`src/verilog/pev_defs.vh`:
```
`ifndef PEV_DEFS_VH
`define PEV_DEFS_VH
// Status word field positions.
`define PEV_SR_TRACE 15
`define PEV_SR_SUPER 13
`define PEV_SR_MASK_HI 10
`define PEV_SR_MASK_LO 8
`define PEV_SR_RESET 16'h2700
// Reference class codes.
`define PEV_FC_UD 3'h1
`define PEV_FC_UP 3'h2
`define PEV_FC_SD 3'h5
`define PEV_FC_SP 3'h6
`define PEV_FC_IACK 3'h7
// Fixed vector numbers.
`define PEV_VEC_RESET 8'h00
`define PEV_VEC_BUSERR 8'h02
`define PEV_VEC_ADRERR 8'h03
`define PEV_VEC_ILLEGAL 8'h04
`define PEV_VEC_ZDIV 8'h05
`define PEV_VEC_BOUNDS 8'h06
`define PEV_VEC_OVF 8'h07
`define PEV_VEC_PRIV 8'h08
`define PEV_VEC_TRACE 8'h09
`define PEV_VEC_LINE_A 8'h0A
`define PEV_VEC_LINE_F 8'h0B
`define PEV_VEC_UNINIT 8'h0F
`define PEV_VEC_SPUR 8'h18
`define PEV_VEC_AUTO0 8'h18
`define PEV_VEC_TRAP0 8'h20
// Exception causes.
`define PEV_EX_NONE 4'h0
`define PEV_EX_BUSERR 4'h1
`define PEV_EX_ADRERR 4'h2
`define PEV_EX_ILLEGAL 4'h3
`define PEV_EX_ZDIV 4'h4
`define PEV_EX_BOUNDS 4'h5
`define PEV_EX_OVF 4'h6
`define PEV_EX_TRAP 4'h7
`define PEV_EX_LINE_A 4'h8
`define PEV_EX_LINE_F 4'h9
`define PEV_EX_INT 4'hA
`define PEV_EX_SPUR 4'hB
`define PEV_EX_UNINIT 4'hC
`define PEV_EX_PRIV 4'hD
`endif

```
`src/verilog/pev_core.v`:
```
`timescale 1ns/100ps
// Behaviour
// - Status supervisor flag selects privilege state.
// - Supervisor state allows all, marks supervisor.
// - Stack accesses pick pointer by state.
// - Exception handling always supervisor, supervisor stack.
// - User state refuses privileged instructions.
// - User instruction cycles marked user class.
// - Enter supervisor only through exceptions; the code also loads an idle status write or return unless an entry starts in that cycle.
// - Leave supervisor via return or status write.
// - Three class lines carry documented codes.
// - Step one copies status, sets flags.
// - Step two gets vector number.
// - Vector address is number times four.
// - Entries two words, reset four program.
// - Table spans 1024 bytes, reset at 0.
// - Internal faults use fixed vector addresses.
// - Uninitialised, spurious and autovector numbers.
// - Trap and user vector ranges.
// - Trace raises exception after each instruction; the code drops it when another cause comes in the same cycle.
// - External and internal exception causes.
// - Reset forces supervisor, mask seven, no save.
// - Non-reset entry pushes counter and status.
`include "pev_defs.vh"

module pev_core (
  input  wire        i_ref_clk,
  input  wire        i_rst_n,
  input  wire        i_insn_done,
  input  wire        i_insn_priv,
  input  wire        i_sr_write,
  input  wire [15:0] i_sr_value,
  input  wire        i_return_from_handler,
  input  wire        i_stack_access,
  input  wire        i_bus_cycle,
  input  wire        i_bus_program,
  input  wire [3:0]  i_cause,
  input  wire [3:0]  i_trap_num,
  input  wire        i_autovector,
  input  wire [2:0]  i_int_level,
  input  wire        i_bus_done,
  input  wire [7:0]  i_data_low,
  output reg  [15:0] o_status,
  output reg         o_supervisor,
  output reg         o_use_system_stack,
  output reg         o_reference_class_line_2,
  output reg         o_reference_class_line_1,
  output reg         o_reference_class_line_0,
  output reg         o_priv_refuse,
  output reg  [15:0] o_saved_status,
  output reg  [23:0] o_vector_addr,
  output reg  [2:0]  o_step,
  output reg         o_fetch_vector,
  output reg         o_push_context,
  output reg         o_busy
);

  //--------------------------------------------------------------------
  // Reset synchroniser and state codes
  //--------------------------------------------------------------------
  // ST_IDLE runs instructions. ST_COPY, ST_VEC, ST_PUSH and ST_LOAD are
  // the four entry steps. ST_RST fetches the initial stack pointer after
  // reset; ST_LOAD then fetches the initial counter, and the reset entry
  // never passes through the push step.
  localparam [2:0] ST_IDLE = 3'h0;
  localparam [2:0] ST_COPY = 3'h1;
  localparam [2:0] ST_VEC  = 3'h2;
  localparam [2:0] ST_PUSH = 3'h3;
  localparam [2:0] ST_LOAD = 3'h4;
  localparam [2:0] ST_RST  = 3'h5;

  // is_reset marks the reset entry, whose fetches use program space and
  // which never pushes; cause_q holds the cause taken in idle, so a
  // cause line that drops during entry cannot change the vector.
  reg        rst_meta;
  reg        rst_sync;
  reg        is_reset;
  reg  [3:0] cause_q;
  reg  [7:0] next_vec;
  reg  [2:0] state;
  reg  [2:0] next_state;
  reg  [2:0] next_class;
  wire       in_exc;
  wire       user_priv;

  // Release the async reset through two flops.
  // Assertion acts at once; release waits two edges so that no flop
  // leaves reset too close to a clock edge.
  always @(posedge i_ref_clk or negedge i_rst_n) begin
    if (!i_rst_n) begin
      rst_meta <= 1'b0;
      rst_sync <= 1'b0;
    end else begin
      rst_meta <= 1'b1;
      rst_sync <= rst_meta;
    end
  end

  //--------------------------------------------------------------------
  // Helpers
  //--------------------------------------------------------------------
  // Vector number times four, widened to a full bus address.
  // The top fourteen bits are always zero: the table is 1024 bytes.
  function [23:0] vec_to_addr;
    input [7:0] num;
    begin
      vec_to_addr = {14'h0000, num, 2'b00};
    end
  endfunction

  // Internal vector number for a cause; vectored interrupts use the bus value.
  // Trace is the default, as the only entry with no cause code.
  // Reserved vector numbers are never produced here.
  function [7:0] cause_vec;
    input [3:0] c;
    input [3:0] tn;
    input [2:0] lvl;
    begin
      case (c)
        `PEV_EX_BUSERR:  cause_vec = `PEV_VEC_BUSERR;
        `PEV_EX_ADRERR:  cause_vec = `PEV_VEC_ADRERR;
        `PEV_EX_ILLEGAL: cause_vec = `PEV_VEC_ILLEGAL;
        `PEV_EX_ZDIV:    cause_vec = `PEV_VEC_ZDIV;
        `PEV_EX_BOUNDS:  cause_vec = `PEV_VEC_BOUNDS;
        `PEV_EX_OVF:     cause_vec = `PEV_VEC_OVF;
        `PEV_EX_LINE_A:  cause_vec = `PEV_VEC_LINE_A;
        `PEV_EX_LINE_F:  cause_vec = `PEV_VEC_LINE_F;
        `PEV_EX_PRIV:    cause_vec = `PEV_VEC_PRIV;
        `PEV_EX_TRAP:    cause_vec = `PEV_VEC_TRAP0 + {4'h0, tn};
        `PEV_EX_SPUR:    cause_vec = `PEV_VEC_SPUR;
        `PEV_EX_UNINIT:  cause_vec = `PEV_VEC_UNINIT;
        `PEV_EX_INT:     cause_vec = `PEV_VEC_AUTO0 + {5'h00, lvl};
        default:         cause_vec = `PEV_VEC_TRACE;
      endcase
    end
  endfunction

  // in_exc is high in every entry step; user_priv flags a privileged
  // attempt from user state, which must trap instead of running.
  assign in_exc    = (state != ST_IDLE);
  assign user_priv = !o_status[`PEV_SR_SUPER] && i_insn_priv;

  // Vector number for the current entry: the bus value for a vectored
  // interrupt, otherwise the number generated for the cause.
  always @* begin
    if (cause_q == `PEV_EX_INT && !i_autovector) begin
      next_vec = i_data_low;
    end else begin
      next_vec = cause_vec(cause_q, i_trap_num, i_int_level);
    end
  end

  //--------------------------------------------------------------------
  // Exception sequencer
  //--------------------------------------------------------------------
  // Steps: copy status, find vector, push context, load new context.
  // Causes are ignored while an entry runs: one entry at a time.
  always @* begin
    next_state = state;
    case (state)
      ST_IDLE: begin
        // Trace is taken once the instruction completes, as an internal
        // interrupt that no other cause is standing against.
        if (user_priv || (i_cause != `PEV_EX_NONE) ||
            (i_insn_done && o_status[`PEV_SR_TRACE])) begin
          next_state = ST_COPY;
        end
      end
      ST_COPY: next_state = ST_VEC;
      ST_VEC: begin
        // A vectored interrupt waits for its acknowledge transfer to end;
        // every other cause passes straight through.
        if ((cause_q != `PEV_EX_INT) || i_autovector || i_bus_done) begin
          next_state = is_reset ? ST_LOAD : ST_PUSH;
        end
      end
      ST_PUSH: if (i_bus_done) next_state = ST_LOAD;
      ST_LOAD: if (i_bus_done) next_state = is_reset ? ST_RST : ST_IDLE;
      ST_RST:  if (i_bus_done) next_state = ST_IDLE;
      default: next_state = ST_IDLE;
    endcase
  end

  // Sequencer registers and status word.
  always @(posedge i_ref_clk or negedge rst_sync) begin
    if (!rst_sync) begin
      state          <= ST_RST;
      // Reset starts at the stack pointer fetch with mask seven.
      is_reset       <= 1'b1;
      cause_q        <= `PEV_EX_NONE;
      o_status       <= `PEV_SR_RESET;
      o_saved_status <= 16'h0000;
      o_vector_addr  <= 24'h000000;
    end else begin
      state <= next_state;
      if (state == ST_RST && i_bus_done) begin
        // The initial counter follows the initial stack pointer.
        state         <= ST_LOAD;
        o_vector_addr <= 24'h000004;
      end
      // The reset entry ends once the initial counter is fetched; clearing
      // is_reset lets later entries push and use data space.
      if (state == ST_LOAD && is_reset && i_bus_done) begin
        state    <= ST_IDLE;
        is_reset <= 1'b0;
      end
      case (state)
        ST_IDLE: begin
          if (next_state == ST_COPY) begin
            is_reset <= 1'b0;
            // A privileged attempt wins over other causes, so the
            // refused instruction never runs.
            if (user_priv)
              cause_q <= `PEV_EX_PRIV;
            else if (i_cause != `PEV_EX_NONE)
              cause_q <= i_cause;
            else
              cause_q <= `PEV_EX_NONE;
          end else if (i_sr_write || i_return_from_handler) begin
            // Writes land only in idle; during entry the sequencer owns
            // the status word.
            o_status <= i_sr_value;
          end
        end
        ST_COPY: begin
          o_saved_status <= o_status;
          o_status[`PEV_SR_SUPER] <= 1'b1;
          o_status[`PEV_SR_TRACE] <= 1'b0;
          // The mask follows the level only for interrupts; reset has
          // already loaded it with seven.
          if (cause_q == `PEV_EX_INT)
            o_status[`PEV_SR_MASK_HI:`PEV_SR_MASK_LO] <= i_int_level;
        end
        ST_VEC: begin
          // The table address settles here; a vectored interrupt keeps
          // the value that stands on the data lines when its transfer
          // ends, since that is the last write of the step.
          o_vector_addr <= vec_to_addr(next_vec);
        end
        default: begin
        end
      endcase
    end
  end

  //--------------------------------------------------------------------
  // Privilege, stack and reference class outputs
  //--------------------------------------------------------------------
  // Class code for the current reference.
  // Reset fetches use program space; pushes and other vector fetches
  // use data space.
  always @* begin
    if (state == ST_VEC && cause_q == `PEV_EX_INT)
      next_class = `PEV_FC_IACK;
    else if (in_exc)
      next_class = (is_reset && state != ST_PUSH) ?
                   `PEV_FC_SP : `PEV_FC_SD;
    else if (o_status[`PEV_SR_SUPER])
      next_class = i_bus_program ? `PEV_FC_SP : `PEV_FC_SD;
    else
      next_class = i_bus_program ? `PEV_FC_UP : `PEV_FC_UD;
  end

  // Registered outputs.
  // Each output is a flop, so it shows the state of the cycle before.
  // Consumers must allow for that one cycle of lag.
  // Checks of privilege against the status word must do the same.
  always @(posedge i_ref_clk or negedge rst_sync) begin
    if (!rst_sync) begin
      // Out of reset the block shows the reset stack pointer fetch.
      o_supervisor             <= 1'b1;
      o_use_system_stack       <= 1'b1;
      o_reference_class_line_2 <= 1'b1;
      o_reference_class_line_1 <= 1'b1;
      o_reference_class_line_0 <= 1'b0;
      o_priv_refuse            <= 1'b0;
      o_step                   <= ST_RST;
      o_fetch_vector           <= 1'b0;
      o_push_context           <= 1'b0;
      o_busy                   <= 1'b1;
    end else begin
      // Entry always uses the system stack; otherwise the state picks it.
      o_supervisor <= o_status[`PEV_SR_SUPER] || in_exc;
      o_use_system_stack <= in_exc || (i_stack_access &&
                            o_status[`PEV_SR_SUPER]);
      // The lines change only on a bus cycle or during entry, so an idle bus
      // keeps showing a stable, used code.
      if (i_bus_cycle || in_exc) begin
        o_reference_class_line_2 <= next_class[2];
        o_reference_class_line_1 <= next_class[1];
        o_reference_class_line_0 <= next_class[0];
      end
      o_priv_refuse  <= (state == ST_IDLE) && user_priv;
      o_step         <= state;
      // Vector fetches are the load and reset steps; pushes are step three.
      o_fetch_vector <= (state == ST_LOAD) || (state == ST_RST);
      o_push_context <= (state == ST_PUSH);
      o_busy         <= in_exc;
    end
  end

endmodule // pev_core

```
`config.mk`:
```
export PLATFORM = sky130hd
export DESIGN_NAME = pev_core
export DESIGN_NICKNAME = d
export VERILOG_FILES = /design/src/verilog/pev_core.v
export VERILOG_INCLUDE_DIRS = /design/src /design/src/verilog
export SDC_FILE = /design/constraint.sdc
export NUM_CORES = 1
export LEC_CHECK = 0
export BUFFER_PORTS_ARGS = -buffer_cell sky130_fd_sc_hd__buf_2
export CORE_ASPECT_RATIO = 0.6
export CORE_MARGIN = 2
export CORE_UTILIZATION = 48
export DETAILED_ROUTE_END_ITERATION = 10
export GPL_TIMING_DRIVEN = 0
export PLACE_DENSITY = 0.88
export RECOVER_POWER = 50
export SETUP_SLACK_MARGIN = 0.5
export SKIP_LAST_GASP = 1
export SYNTH_ARGS = -nofsm -noshare
export SYNTH_HDL_FRONTEND = slang
export SYNTH_SLANG_ARGS = --single-unit
```
`constraint.sdc`:
```
create_clock -name i_ref_clk -period 2.3 [get_ports i_ref_clk]
set_input_delay 0.46 -clock i_ref_clk [delete_from_list [all_inputs] [get_ports i_ref_clk]]
set_output_delay 0.46 -clock i_ref_clk [all_outputs]
set_load 0.02 [all_outputs]
```
-- After elaboration in Yosys (flattened, before gate mapping)
Index checks and enable logic that the tools add are counted.
- input bits: 46
- logic and storage cells: 108
- flip-flop bits (word level): 78
- output and inout port bits: 68
- eq/ne operators: 24
- add/subtract/negate cells: 2
- bitwise logic cells: 1
- mux-type cells: 31
- reduce and logical (&&, ||, !) cells: 30
- operators by type and width (kind ; number):
    7-bit case mux with 13 select lines ; 1
    24-bit 2-to-1 mux ; 2
    3-bit 2-to-1 mux ; 13
    16-bit 2-to-1 mux ; 2
    4-bit == test (second input constant) ; 6
    3-bit case mux with 6 select lines ; 1
    4-bit by 3-bit == test with 1-bit output (second input constant) ; 4
    1-bit logical AND ; 10
    1-bit logical OR ; 9
    4-bit by 2-bit == test with 1-bit output (second input constant) ; 2
    4-bit 2-to-1 mux ; 2
    8-bit 2-to-1 mux ; 1
    6-bit by 4-bit adder with 7-bit output (first input constant) ; 1
    5-bit by 3-bit adder with 6-bit output (first input constant) ; 1
    3-bit by 1-bit == test with 1-bit output (second input constant) ; 2
    3-bit by 2-bit == test with 1-bit output (second input constant) ; 2
    3-bit == test (second input constant) ; 2
    2-bit 2-to-1 mux ; 3
    2-bit inequality test (second input constant) ; 3
    3-bit case mux with 2 select lines ; 1
    3-bit AND reduction ; 2
    4-bit by 1-bit == test with 1-bit output (second input constant) ; 1
    4-bit inequality test (second input constant) ; 1
    1-bit case mux with 2 select lines ; 2
    other kinds (10) ; 14

-- Logic depth before layout (Yosys ltp)
- word-level depth: 9
- mapped depth: 7
- depth with buffers taken out: 5

-- Worst setup path before layout
No wires, ideal clock.
- kind: input port to flip-flop
- start point: in i_insn_done
- end point: reg o_status[0]
- path buffers: 1
- stages on the path: 5
- arrival time: 1.707 ns
- required time: 2.175 ns
- setup time: 0.125 ns
- setup slack: 0.468 ns
- cell sequence: a2111o_1 nor3_4 nand2_2 buf_6 mux2_4
- cells in the longest elaborated chain, start to end: 7
- RTL lines (element ; line ; RTL):
    start: declaration ; pev_core.v:29 ; input wire i_insn_done,
    1-bit logical AND ; pev_core.v:165 ; (i_insn_done && o_status[`PEV_SR_TRACE])) begin
    1-bit logical OR ; pev_core.v:164 ; if (user_priv || (i_cause != `PEV_EX_NONE) ||
    3-bit 2-to-1 mux ; pev_core.v:164 ;
    3-bit case mux with 6 select lines ; pev_core.v:160 ; case (state)
    3-bit by 1-bit == test with 1-bit output ; pev_core.v:209 ; if (next_state == ST_COPY) begin
    1-bit inverter (no source line) ; -- ;
    3-bit AND reduction (no source line) ; -- ;
    end signal: assignment ; pev_core.v:191 ; o_status <= `PEV_SR_RESET;
    end signal: assignment ; pev_core.v:222 ; o_status <= i_sr_value;
    end signal: indexed assignment ; pev_core.v:232 ; o_status[`PEV_SR_MASK_HI:`PEV_SR_MASK_LO] <= i_int_level;
    end: declaration ; pev_core.v:43 ; output reg [15:0] o_status,
No other way between the ends.
A chain may end at the register's enable or synchronous reset.

-- Final worst setup path
- start point: reg state[2]
- end point: reg o_reference_class_line_0
- cells in the longest elaborated chain, start to end: 5
- elaborated cells between the ends (all ways): 9
- classes of those cells: eq/ne (2); mux (3); reduce/logical (4)
- RTL lines (element ; line ; RTL):
    start: declaration ; pev_core.v:80 ; reg [2:0] state;
    start signal: assignment ; pev_core.v:195 ; state <= next_state;
    3-bit by 2-bit inequality test with 1-bit output ; pev_core.v:256 ; next_class = (is_reset && state != ST_PUSH) ?
    1-bit logical AND ; pev_core.v:256 ;
    2-bit 2-to-1 mux (no source line) ; -- ;
    3-bit 2-to-1 mux ; pev_core.v:255 ; else if (in_exc)
    3-bit 2-to-1 mux ; pev_core.v:253 ; if (state == ST_VEC && cause_q == `PEV_EX_INT)
    end signal: assignment ; pev_core.v:291 ; o_reference_class_line_0 <= next_class[0];
    end: declaration ; pev_core.v:48 ; output reg o_reference_class_line_0,
Parallel ways exist; a longest one is shown, timed or not.

==> results.json <==
{
  "path_cells": "clkbuf_1 > or3b_4 > buf_8 > or4_4 > nand2_1 > o22a_1",
  "crit_path_end_kind": "flip-flop",
  "insertion_delay_ns": 0.34,
  "max_freq_mhz": 528.6,
  "cts_root_buf": "clkbuf_8",
  "antenna_found_initial": 0,
  "core_region_area_um2": 5702,
  "grt_pass1_vias": 2387,
  "numClockSinks": 62,
  "die_area_um2": 6673,
  "worstHoldPathType": "in -> reg",
  "ant_nets": 0,
  "ys_seq_area_share_pct": 54.33,
  "viasPerCell": 5.069,
  "grt_usage_pct": 22.77,
  "nFillCells": 477,
  "routed-via-count": 2570,
  "initial_utilization_pct": 50.65,
  "grt_use_met2_pct": 35.12,
  "final-hold-violation-count": 0,
  "synth_area_um2": 2888,
  "drive_gt1_share_pct": 38.88,
  "p_int_uw": 3133,
  "drt_iter0_markers": 132,
  "avgSynthCellArea_um2": 9.958,
  "async_flop_share_pct": 100.0,
  "synth_seq_cells": 62,
  "numCtsBuffers": 9,
  "grt_overflow": 0,
  "io_buffer_count": 97,
  "wl_mm": 7.246,
  "worstMarginPinSlew_ns": 1.265,
  "cp_num_buf_inv": 2,
  "die_y_um": 64.08,
  "grtUsageMet1_pct": 29.84,
  "outcome": "complete, no violations",
  "h-tree-depth": 3,
  "fin_skew_ns": 0.008385,
  "pin_count": 114,
  "final.min_clock_period_ns": 1.892,
  "slew-limit-headroom_pct": 15.67,
  "grt_max_degree": 61,
  "dr.pass1.iters": 5,
  "setup_viol": 0,
  "start_kind": "flip-flop",
  "swShare_pct": 41.91,
  "p_clk_share_pct": 19.2,
  "crit_required_ns": 2.58,
  "slowest_stage": "or4_4",
  "clockBufferDepth": 2,
  "arrival_ns": 2.17,
  "antenna_cells": 0,
  "synthCells": 290,
  "peakVddDrop_mv": 0.6842,
  "max_stage_delay_ns": 0.52,
  "period_share_pct": 82.26,
  "finalMaxSlewViolations": 0,
  "grt_pass1_wl_mm": 11.66,
  "grtUsageMet3_pct": 8.673,
  "clkTransAtPathRegs_ns": 0.07,
  "synth_warnings": 0,
  "pwr-share-comb_pct": 46.2,
  "final_common_cell": "buf_2",
  "cp_top_family": "simple AND/OR/NAND/NOR gates",
  "fin_ws_ns": 0.4081,
  "wl_per_cell_um": 14.29,
  "final_cell_mix": "buf_2 (84), nand2_1 (74), dfrtp_1 (47), buf_4 (22), clkbuf_1 (21)",
  "seq_power_share_pct": 34.6,
  "synth_cell_types": 50,
  "dp_hpwl_mm": 5.224,
  "num_rows": 21,
  "max-cap-violations": 0,
  "setup_tns_ns": 0,
  "top_usage_layer": "met2",
  "synth-edff-count": 0,
  "synth_flop_cell": "dfrtp_1",
  "pre_cts_slack_ns": 0.2024,
  "area_growth_pct": 34.92,
  "drc": 0,
  "worstSetupPathType": "reg -> reg",
  "nNetsFinal": 468,
  "p_switching_uw": 2260,
  "cp_max_fo": 7,
  "die_x_um": 104.1,
  "p_leak_uw": 0.002029,
  "power_density_nw_per_um2": 1384,
  "cts_tree": "yes",
  "gp_congestion": 0.8973,
  "rsz0062_at_grt": "true",
  "power_uw": 5393
}
power by group through the flow:
stage / registers [uW] / logic (uW) / clock network (uW)
5_1_grt: 1930 / 2700 / 1110
3_5_place_dp: 1880 / 2280 / 0
3_3_place_gp: 1860 / 2220 / 0
2_1_floorplan: 2290 / 1150 / 0
6_report: 1870 / 2490 / 1040
4_1_cts: 1870 / 2350 / 1050
layer usage:
| metal | up-vias | routed length (um) |
|---|---|---|
| met2 | 108 | 3286 |
| met3 | 10 | 540 |
| met1 | 1230 | 3338 |
| met4 | 0 | 79 |
| li1 | 1222 | - |
| met5 | - | 0 |
area by class of cell:
| cell class | instances | area, um^2 | area share [%] |
|---|---|---|---|
| well taps | 80 | 100.1 | 2.569 |
| flip-flops and latches | 62 | 1570 | 40.30 |
| plain buffers | 29 | 215.2 | 5.523 |
| clock inverters | 6 | 86.33 | 2.216 |
| inverters | 7 | 26.28 | 0.6744 |
| multi-input cells | 207 | 1224 | 31.41 |
| clock buffers | 10 | 127.6 | 3.276 |
| repair buffers | 106 | 546.8 | 14.03 |
through the flow:
step	cells	instance area (um^2)	utilization [%]	hold WS [ns]
finish	507	3896	68.33	0.3345
global route	507	3896	68.33	0.3218
CTS	504	3839	67.33	0.3156
detailed placement	482	3531	61.93	0.2486
global placement	482	3531	61.93	0.2452
floorplan	305	2945	-	0.1644
synth_stat cells, types with 3 or more instances:
library cell	n	area share, %
a31oi_1	4	0.87
nor2_1	17	2.2
mux2_2	4	1.6
a22o_1	3	0.91
mux2_4	7	3.6
a21oi_1	6	1.0
dfstp_2	14	13
inv_1	7	0.91
nand2_1	74	9.6
nand3_1	3	0.52
nor3_1	6	1.0
nor2b_1	3	0.65
buf_2	3	0.52
dfrtp_1	48	42
a21o_1	3	0.78
o21ai_0	15	2.6
buf_4	16	4.2
nand2b_1	4	0.87
a22oi_1	7	1.8
clkbuf_1	6	0.78
what timing repair did:
item	4_1_cts	5_1_grt
hold buffers	1	0
setup buffers	5	2
pin swaps	3	8
setup endpoints to repair	23	33
gates resized for setup	12	20
endpoints found under the hold margin	2	0
gates cloned	0	1
flip-flops by register name, indices dropped and copies added, names as in the netlist, 3 cells and up:
register        flops
o_saved_status     16
o_step              3
o_vector_addr       8
o_status           16
cause_q             4
state               3
worst register-to-register path: stages (launching register included):
cell	delay, ns
dfstp_1	0.37
clkbuf_1	0.17
or3b_4	0.42
buf_8	0.14
or4_4	0.52
nand2_1	0.08
o22a_1	0.13
cells by family after synthesis:
group                  synth area share [%]
AO/OA/AOI/OAI                         11.79
XOR/XNOR                             0.3033
buffers and inverters                 7.192
flip-flops                            54.33
multiplexers                          5.892
other                                0.2601
AND/OR/NAND/NOR                       20.23
path summary, 6_finish.rpt:
| kind | end | cells after the start | startpoint | slack [ns] |
|---|---|---|---|---|
| max | o_reference_class_line_0$_DFFE_PN0P_ | 6 | state[2]$_DFF_PN1_ | 0.41 |
| min | o_use_system_stack$_DFF_PN1_ | 3 | i_stack_access | 0.33 |
| max reg2reg | o_reference_class_line_0$_DFFE_PN0P_ | 6 | state[2]$_DFF_PN1_ | 0.41 |
| min reg2reg | rst_sync$_DFF_PN0_ | 0 | rst_meta$_DFF_PN0_ | 0.35 |
| max in group asynchronous | o_status[5]$_DFFE_PN0P_ | 0 | rst_sync$_DFF_PN0_ | 0.98 |
| min in group asynchronous | rst_meta$_DFF_PN0_ | 2 | i_rst_n | 0.44 |
(Power assumes the default switching activity.)
